<file path="src/design/dbc_pkg.sv">
// constants and types shared by the dual bridge chopper control
package dbc_pkg;

  // ---------------------------------------------------------------
  // clock and timing
  // ---------------------------------------------------------------
  localparam int unsigned PCLK_HZ = 20_000_000;
  localparam int unsigned OSC_MAX_HZ = 100_000;
  // shortest legal oscillator half period, in pclk cycles
  localparam logic [15:0] OSC_HALF_MIN = 16'(PCLK_HZ / (2 * OSC_MAX_HZ));
  // high side drop that counts as overcurrent to ground, in mV
  localparam logic [9:0] OC_DROP_MV = 10'h096;

  // ---------------------------------------------------------------
  // register map (byte addresses)
  // ---------------------------------------------------------------
  localparam logic [11:0] ADDR_CTRL = 12'h000;
  localparam logic [11:0] ADDR_OSC_HALF = 12'h004;
  localparam logic [11:0] ADDR_BLANK = 12'h008;
  localparam logic [11:0] ADDR_FAST = 12'h00c;
  localparam logic [11:0] ADDR_STATUS = 12'h010;

  // control fields and reset values
  localparam int unsigned CTRL_OSC_INT_BIT = 0;
  localparam logic CTRL_OSC_INT_RST = 1'b1;
  localparam logic [15:0] OSC_HALF_RST = 16'h01f4;
  localparam logic [7:0] BLANK_RST = 8'h14;
  localparam logic [15:0] FAST_RST = 16'h00c8;

  // status field positions
  localparam int unsigned ST_PH_A_LSB = 0;
  localparam int unsigned ST_PH_B_LSB = 2;
  localparam int unsigned ST_OC_A_BIT = 4;
  localparam int unsigned ST_OC_B_BIT = 5;
  localparam int unsigned ST_TEMP_BIT = 6;
  localparam int unsigned ST_ERR_BIT = 7;
  localparam int unsigned ST_OSC_BIT = 8;

  // ---------------------------------------------------------------
  // types
  // ---------------------------------------------------------------
  typedef enum logic [1:0] {PH_OFF, PH_ON, PH_FAST, PH_SLOW} dbc_phase_t;

  // gate drive of one full bridge, leg 1 and leg 2
  typedef struct packed {
    logic hs1;
    logic hs2;
    logic ls1;
    logic ls2;
  } dbc_gate_t;

  // per bridge inputs from controller and sense comparator
  typedef struct packed {
    logic polarity;
    logic mixed_decay_enable_n;
    logic sense;
  } dbc_bridge_in_t;

endpackage

</file>
<file path="src/design/dbc_chopper.sv">
// dual bridge fixed frequency chopper with apb control registers
`timescale 1ns/1ps
`default_nettype none

// Function
// - flag overcurrent when supply to threshold drop exceeds 150 mV
// - chop both bridges at one frequency, half a period apart
// - each period runs on, then fast decay when mixed decay is enabled, then slow decay
// - fast decay: high sides off, only opposite low side on
// - slow decay: both low sides on whatever the polarity
// - polarity change restarts that bridge's period at once
// - mixed decay: longer on phase gives shorter fast decay
// - bridge a starts on oscillator rise, bridge b on fall
// - chopper clock from internal oscillator or external square wave
// - high sides stay on through blank time before short detection
// - error high on overcurrent or overtemperature; standby clears the overcurrent latch, not overtemperature
// - sense already tripped at period start sends bridge straight to slow decay
// - chopper comparators ignored during blanking after switching
// - mixed decay enable pins are active low
module dbc_chopper
  import dbc_pkg::*;
(
  input wire logic pclk,
  input wire logic presetn,
  input wire logic psel,
  input wire logic penable,
  input wire logic pwrite,
  input wire logic [11:0] paddr,
  input wire logic [31:0] pwdata,
  output logic [31:0] prdata,
  output logic pready,
  output logic pslverr,
  input wire logic osc_ext_in,
  input wire logic polarity_a,
  input wire logic polarity_b,
  input wire logic bridge_a_mixed_decay_enable_n,
  input wire logic bridge_b_mixed_decay_enable_n,
  input wire logic bridge_a_sense_input,
  input wire logic bridge_b_sense_input,
  input wire logic [9:0] supply_drop_mv,
  input wire logic over_temperature,
  input wire logic standby_request,
  output dbc_gate_t gate_a,
  output dbc_gate_t gate_b,
  output logic error_out
);

  // ---------------------------------------------------------------
  // functions
  // ---------------------------------------------------------------

  // gate pattern for a phase; polarity low drives leg1 high, leg2 low
  function automatic dbc_gate_t gate_of(input dbc_phase_t ph,
                                        input logic pol);
    dbc_gate_t g;
    g = '0;
    case (ph)
      PH_ON: begin
        g.hs1 = ~pol;
        g.hs2 = pol;
        g.ls1 = pol;
        g.ls2 = ~pol;
      end
      PH_FAST: begin
        g.ls1 = ~pol; // high sides off, low side of the leg the on phase drives high
        g.ls2 = pol;
      end
      PH_SLOW: begin
        g.ls1 = 1'b1; // both low sides
        g.ls2 = 1'b1;
      end
      default: g = '0;
    endcase
    return g;
  endfunction

  // saturating fast decay length: longer on time, shorter fast decay
  function automatic logic [15:0] fast_len(input logic [15:0] fmax,
                                           input logic [15:0] on_len);
    if (fmax > on_len + 16'h0001) begin
      return fmax - on_len;
    end
    return 16'h0001;
  endfunction

  // ---------------------------------------------------------------
  // registers
  // ---------------------------------------------------------------
  logic osc_int_sel_q;
  logic [15:0] osc_half_q;
  logic [7:0] blank_q;
  logic [15:0] fast_max_q;
  logic [15:0] div_cnt_q;
  logic osc_int_q;
  logic osc_prev_q;
  logic osc_now;
  logic [1:0] start;
  logic oc_now;
  logic err_q;
  logic [31:0] prdata_q;
  logic [31:0] rd_mux;
  logic hit;
  logic wr_en;
  logic [15:0] half_eff;
  dbc_bridge_in_t [1:0] bin;
  dbc_phase_t [1:0] ph_q;
  logic [1:0] pol_q;
  logic [1:0] oc_err_q;
  logic [15:0] cnt_q [2];
  logic [15:0] fast_tgt_q [2];
  dbc_gate_t [1:0] gate_q;

  assign bin[0] = '{polarity_a, bridge_a_mixed_decay_enable_n,
                    bridge_a_sense_input};
  assign bin[1] = '{polarity_b, bridge_b_mixed_decay_enable_n,
                    bridge_b_sense_input};

  // ---------------------------------------------------------------
  // apb slave, zero wait states
  // ---------------------------------------------------------------

  // decode of the mapped addresses
  always_comb begin
    hit = 1'b1;
    rd_mux = '0;
    case (paddr)
      ADDR_CTRL: rd_mux[CTRL_OSC_INT_BIT] = osc_int_sel_q;
      ADDR_OSC_HALF: rd_mux[15:0] = osc_half_q;
      ADDR_BLANK: rd_mux[7:0] = blank_q;
      ADDR_FAST: rd_mux[15:0] = fast_max_q;
      ADDR_STATUS: begin
        rd_mux[ST_PH_A_LSB +: 2] = ph_q[0];
        rd_mux[ST_PH_B_LSB +: 2] = ph_q[1];
        rd_mux[ST_OC_A_BIT] = oc_err_q[0];
        rd_mux[ST_OC_B_BIT] = oc_err_q[1];
        rd_mux[ST_TEMP_BIT] = over_temperature;
        rd_mux[ST_ERR_BIT] = err_q;
        rd_mux[ST_OSC_BIT] = osc_prev_q;
      end
      default: hit = 1'b0;
    endcase
  end

  assign pready = 1'b1;
  assign pslverr = psel & penable & ~hit;
  assign wr_en = psel & penable & pwrite & hit;
  assign prdata = prdata_q;

  // read data captured in the setup cycle
  always_ff @(posedge pclk or negedge presetn) begin
    if (!presetn) begin
      prdata_q <= '0;
    end else if (psel && !penable) begin
      prdata_q <= rd_mux;
    end
  end

  // software writable configuration
  always_ff @(posedge pclk or negedge presetn) begin
    if (!presetn) begin
      osc_int_sel_q <= CTRL_OSC_INT_RST;
      osc_half_q <= OSC_HALF_RST;
      blank_q <= BLANK_RST;
      fast_max_q <= FAST_RST;
    end else if (wr_en) begin
      case (paddr)
        ADDR_CTRL: osc_int_sel_q <= pwdata[CTRL_OSC_INT_BIT];
        ADDR_OSC_HALF: osc_half_q <= pwdata[15:0];
        ADDR_BLANK: blank_q <= pwdata[7:0];
        ADDR_FAST: fast_max_q <= pwdata[15:0];
        default: osc_half_q <= osc_half_q;
      endcase
    end
  end

  // ---------------------------------------------------------------
  // chopper oscillator
  // ---------------------------------------------------------------

  // internal oscillator never runs above the legal maximum
  assign half_eff = (osc_half_q < OSC_HALF_MIN) ? OSC_HALF_MIN
                                                : osc_half_q;

  // internal divider toggles every half period
  always_ff @(posedge pclk or negedge presetn) begin
    if (!presetn) begin
      div_cnt_q <= '0;
      osc_int_q <= 1'b0;
    end else if (div_cnt_q >= half_eff - 16'h0001) begin
      div_cnt_q <= '0;
      osc_int_q <= ~osc_int_q;
    end else begin
      div_cnt_q <= div_cnt_q + 16'h0001;
    end
  end

  // source select, then edges split the two bridges
  assign osc_now = osc_int_sel_q ? osc_int_q : osc_ext_in;
  assign start[0] = osc_now & ~osc_prev_q;
  assign start[1] = ~osc_now & osc_prev_q;

  always_ff @(posedge pclk or negedge presetn) begin
    if (!presetn) begin
      osc_prev_q <= 1'b0;
    end else begin
      osc_prev_q <= osc_now;
    end
  end

  // ---------------------------------------------------------------
  // overcurrent comparator and error output
  // ---------------------------------------------------------------
  assign oc_now = supply_drop_mv > OC_DROP_MV;

  always_ff @(posedge pclk or negedge presetn) begin
    if (!presetn) begin
      err_q <= 1'b0;
    end else begin
      err_q <= (|oc_err_q) | over_temperature;
    end
  end
  assign error_out = err_q;

  // ---------------------------------------------------------------
  // per bridge phase sequencer
  // ---------------------------------------------------------------
  for (genvar i = 0; i < 2; i++) begin : g_br
    logic restart;
    logic blanked;
    logic mixed;
    assign restart = bin[i].polarity != pol_q[i];
    assign blanked = cnt_q[i] < {8'h00, blank_q};
    assign mixed = ~bin[i].mixed_decay_enable_n;

    // phase, counters and latched overcurrent
    always_ff @(posedge pclk or negedge presetn) begin
      if (!presetn) begin
        ph_q[i] <= PH_OFF;
        pol_q[i] <= 1'b0;
        oc_err_q[i] <= 1'b0;
        cnt_q[i] <= '0;
        fast_tgt_q[i] <= '0;
      end else begin
        pol_q[i] <= bin[i].polarity;
        if (standby_request) begin
          ph_q[i] <= PH_OFF;
          oc_err_q[i] <= 1'b0;
          cnt_q[i] <= '0;
        end else if (oc_err_q[i]) begin
          ph_q[i] <= PH_OFF;
        end else if (start[i] || restart) begin
          cnt_q[i] <= '0;
          ph_q[i] <= bin[i].sense ? PH_SLOW : PH_ON;
        end else begin
          case (ph_q[i])
            PH_ON: begin
              cnt_q[i] <= cnt_q[i] + 16'h0001;
              if (!blanked) begin
                if (oc_now) begin
                  oc_err_q[i] <= 1'b1;
                  ph_q[i] <= PH_OFF;
                end else if (bin[i].sense) begin
                  cnt_q[i] <= '0;
                  fast_tgt_q[i] <= fast_len(fast_max_q, cnt_q[i]);
                  ph_q[i] <= mixed ? PH_FAST : PH_SLOW;
                end
              end
            end
            PH_FAST: begin
              cnt_q[i] <= cnt_q[i] + 16'h0001;
              if (cnt_q[i] + 16'h0001 >= fast_tgt_q[i]) begin
                ph_q[i] <= PH_SLOW;
              end
            end
            PH_SLOW: cnt_q[i] <= cnt_q[i];
            default: ph_q[i] <= PH_OFF;
          endcase
        end
      end
    end

    // registered gate drive
    always_ff @(posedge pclk or negedge presetn) begin
      if (!presetn) begin
        gate_q[i] <= '0;
      end else begin
        gate_q[i] <= gate_of(ph_q[i], pol_q[i]);
      end
    end
  end

  assign gate_a = gate_q[0];
  assign gate_b = gate_q[1];

endmodule // dbc_chopper

`default_nettype wire

</file>
<file path="config.mk">
export PLATFORM = sky130hd
export DESIGN_NAME = dbc_chopper
export DESIGN_NICKNAME = d
export VERILOG_FILES = /design/src/design/dbc_pkg.sv /design/src/design/dbc_chopper.sv
export SDC_FILE = /design/constraint.sdc
export NUM_CORES = 1
export LEC_CHECK = 0
export BUFFER_PORTS_ARGS = -buffer_cell sky130_fd_sc_hd__buf_4
export CAP_MARGIN = 20
export CORE_UTILIZATION = 55
export CTS_CLUSTER_SIZE = 30
export DETAILED_ROUTE_END_ITERATION = 16
export HOLD_SLACK_MARGIN = 0.06
export PLACE_DENSITY = 0.75
export SYNTH_ARGS = -nofsm -noshare
export SYNTH_HDL_FRONTEND = slang
export SYNTH_SLANG_ARGS = --single-unit
</file>
<file path="constraint.sdc">
create_clock -name pclk -period 5.8 [get_ports pclk]
set_clock_uncertainty 0.05 [all_clocks]
set_input_delay 0.29 -clock pclk [delete_from_list [all_inputs] [get_ports pclk]]
set_output_delay 0.29 -clock pclk [all_outputs]
set_load 0.01 [all_outputs]
</file>
==> results.md <==
* First-pass GRT wire length at 46200 um
* Vias at 9280
* Vias per cell at ~5.8
* Sequential element share of the synthesized area at 0.348
* ANT cells at 0
* Setup TNS at 0 ns
* Largest stage delay on the critical path at 0.59 ns
* CTS tree: done
* Status: complete, no violations
* Largest net degree at the start of global routing at 120
* Endpoint class of the critical path: register
* Pre-CTS WS at 1.12 ns
* Syn Inst Count at 1235
* Ys flop type: dfrtp_1
* Leakage at between 0.006 and 0.007 uW
* Crit path arrival time at 4.93 ns
* Number of synthesized register bits at 156
* Final Wtd Congestion at 0.885
* GRT overflow at 0
* Synthesized cell area at between 10000 and 15000 sq um
* Final hold viol count at 0
* FF-to-FF setup slack at 1.11 ns
* Clk Latency, worst-skew pair at 0.44 ns
* CP Class: register to register
* Clock buffer count from CTS at 17
* Routed wire per std cell at 17.7 um
* Die Wd at 145 um
* Core area at 20200 sq um
* Routed Antenna Nets at 0
* Die area at 21100 sq um
* Area delta synth->final at 14.2%
* IO Pins at roughly 110
* Clk Tree Root Cell: clkbuf_16
* DR iter-0 viols at 753
* Top delay family on crit path: simple AND/OR/NAND/NOR gates
* Layout net count at 1526
* Slowest cell on crit path: o22a_1
* Setup Viol. Count Final at 0
* Site Rows at 52
* Initial antenna violation count at 0
* I/O Buffers at 77
* Crit share post-route at 0.808
* Pins over their slew limit at 0
* Clock buffer depth at 2
* DPL Wire Length at around 21000 um
* # resized after CTS at 0
* 1st-pass router iterations at 5
* Worst-path clk slew at 0.08 ns
* Max Clk Rate at 213 MHz
* Layout cell share with drive strength beyond 1 at 0.135
* Slew @ Worst Pin at about 0.89 ns
* Unrepaired setup endpoints after global routing: false
* CP cell instances: or4_4 > nor4_2 > nand2b_1 > a311o_1 > nand2_1 > ha_1 > nand2_1 > or3_1 > nor4_1 > xnor2_1 > ha_1 > nand4_1 > a2111oi_0 > o22a_1 > xor2_1
* Worst path bufs/invs at 0
* Setup ws final at 1.11 ns
* Yosys warning count at 0
* H-tree depth at 4
* Post-synth cell types at slightly above 70
* Post-synth EDFFs at 0
* Final Critical Period at ~4.7 ns
* Syn avg cell area at 9.13 sq um
* Die height at 145 um
* Routed wire length at 28500 um
* Tot GR Track Use at 0.279
* CP required at 6.04 ns
* Max VDD drop at 0.201 mV
* Post-synth ARST share at 1.00
* Cell Pwr Density at 203 nW/um^2
* Number of global-route vias before repair at 8932
* DRC viols at 0
* Initial core utilization at 0.559
* Startpoint types: register
* Type of the worst min-delay path: input pin to register
* Max-Cap Viols at 0
* Max-Slew Margin vs Limit at 0.404
* Worst-path fanout max at 17
* Sinks on Clock Net at 156
[final timing paths]
path | startpoint | depth (start not counted) | endpoint
setup reg to reg | osc_half_q[10] | 15 | osc_int_q
max in group asynchronous | presetn | 4 | fast_tgt_q[18]
hold / removal | pwdata[0] | 2 | blank_q[0]
min in group asynchronous | presetn | 2 | prdata[10]
setup / recovery | osc_half_q[10] | 15 | osc_int_q
hold reg to reg | fast_tgt_q[1] | 2 | fast_tgt_q[1]
[worst register-to-register path, cell delays in order (launching register included)]
cell and delay (ns):
dfrtp_1 0.45, or4_4 0.57, nor4_2 0.19, nand2b_1 0.18, a311o_1 0.40, nand2_1 0.11, ha_1 0.21, nand2_1 0.11
or3_1 0.36, nor4_1 0.26, xnor2_1 0.13, ha_1 0.30, nand4_1 0.11, a2111oi_0 0.38, o22a_1 0.59, xor2_1 0.13
[report_power, final]
group          leakage (uW)  total (uW)  internal [uW]  switching [uW]
Clock              0.000304        1170            600             569
Combinational       0.00379         322            140             182
Sequential          0.00206        1120           1100            19.7
[flip-flops by register name (all words and copies together) (netlist names)]
register,flops
osc_half_q,16
osc_prev_q,1
pol_q,2
fast_max_q,16
cnt_q,32
error_out,1
ph_q,4
gate_b,4
osc_int_q,1
blank_q,8
prdata,16
osc_int_sel_q,1
fast_tgt_q,32
div_cnt_q,16
oc_err_q,2
gate_a,4
[metrics by stage]
step                      total power [uW]   util  instance area, sq um  hold WS [ns]  std cells
final                                 2610  0.638                 12900        0.0705       1605
after global placement                1440  0.596                 12000         0.375       1553
after floorplan                       1340      -                 11300       -0.0556       1250
after detailed placement              1450  0.596                 12000         0.370       1553
after CTS                             2620  0.637                 12800        0.0656       1604
after global routing                  2710  0.638                 12900        0.0611       1605
[layer usage]
| layer | share of wire | up-vias | track usage | wire length [um] |
|---|---|---|---|---|
| met5 | 0 | - | 0 | 0 |
| met4 | 0.027 | 0 | 0.104 | 770 |
| met3 | 0.055 | 46 | 0.0503 | 1580 |
| met2 | 0.46 | 270 | 0.449 | 13100 |
| li1 | - | 4534 | - | - |
| met1 | 0.46 | 4430 | 0.376 | 13000 |
[timing repair]
item,4_1_cts,5_1_grt
hold buffers,19,0
endpoints found under the hold margin,137,0
setup buffers,0,0
[cell type report]
cell class	instances	area, sq um
Clock inverter	15	201
Tap cell	270	338
Fill cell	1654	7300
Timing Repair Buffer	102	837
Clock buffer	17	425
Inverter	114	428
Multi-Input combinational cell	931	6720
Sequential cell	156	3920
[cell usage after synthesis, types with 14 or more instances]
cell      count  area, sq um
a211oi_1     14          105
o22ai_1      19          119
ha_1        134         1680
buf_4        19          143
nand2_1     102          383
inv_1       114          428
nor2b_1      15         93.8
a21o_1       36          270
xnor2_1      59          517
nand2b_1     19          119
nand3_1      25          125
nand4_1      19          119
dfrtp_1     144         3600
o21ai_0      68          340
mux2i_1      20          200
nor2_1       82          308
o31ai_1      15          113
a21oi_1      54          270
mux2_2       34          383
clkbuf_1     23         86.3
nor3_1       29          145
xor2_1       25          219
[cells in the final DEF, fill, tap and decap left out, types with 17 or more instances in the layout]
cell and instances:
a21o_1 36, a21oi_1 54, buf_4 81, clkbuf_16 17, conb_1 17, dfrtp_1 144
dlygate4sd3_1 19, ha_1 134, inv_1 114, mux2_2 34, mux2i_1 20, nand2_1 102
nand2b_1 19, nand3_1 25, nand4_1 19, nor2_1 82, nor3_1 29, o21ai_0 68
o22ai_1 19, xnor2_1 59, xor2_1 25
[kinds of logic after synthesis]
group,after synthesis,synth area share
xor gates and xnor gates,84,0.0653
other,2,0.000666
AOI/OAI and AO/OA,287,0.167
and+or+nand+nor,353,0.154
muxes,54,0.0517
buffers and inverters,163,0.0608
adders and majority gates,136,0.152
DFF,156,0.348
No activity file was read; power rests on OpenSTA's default activity.
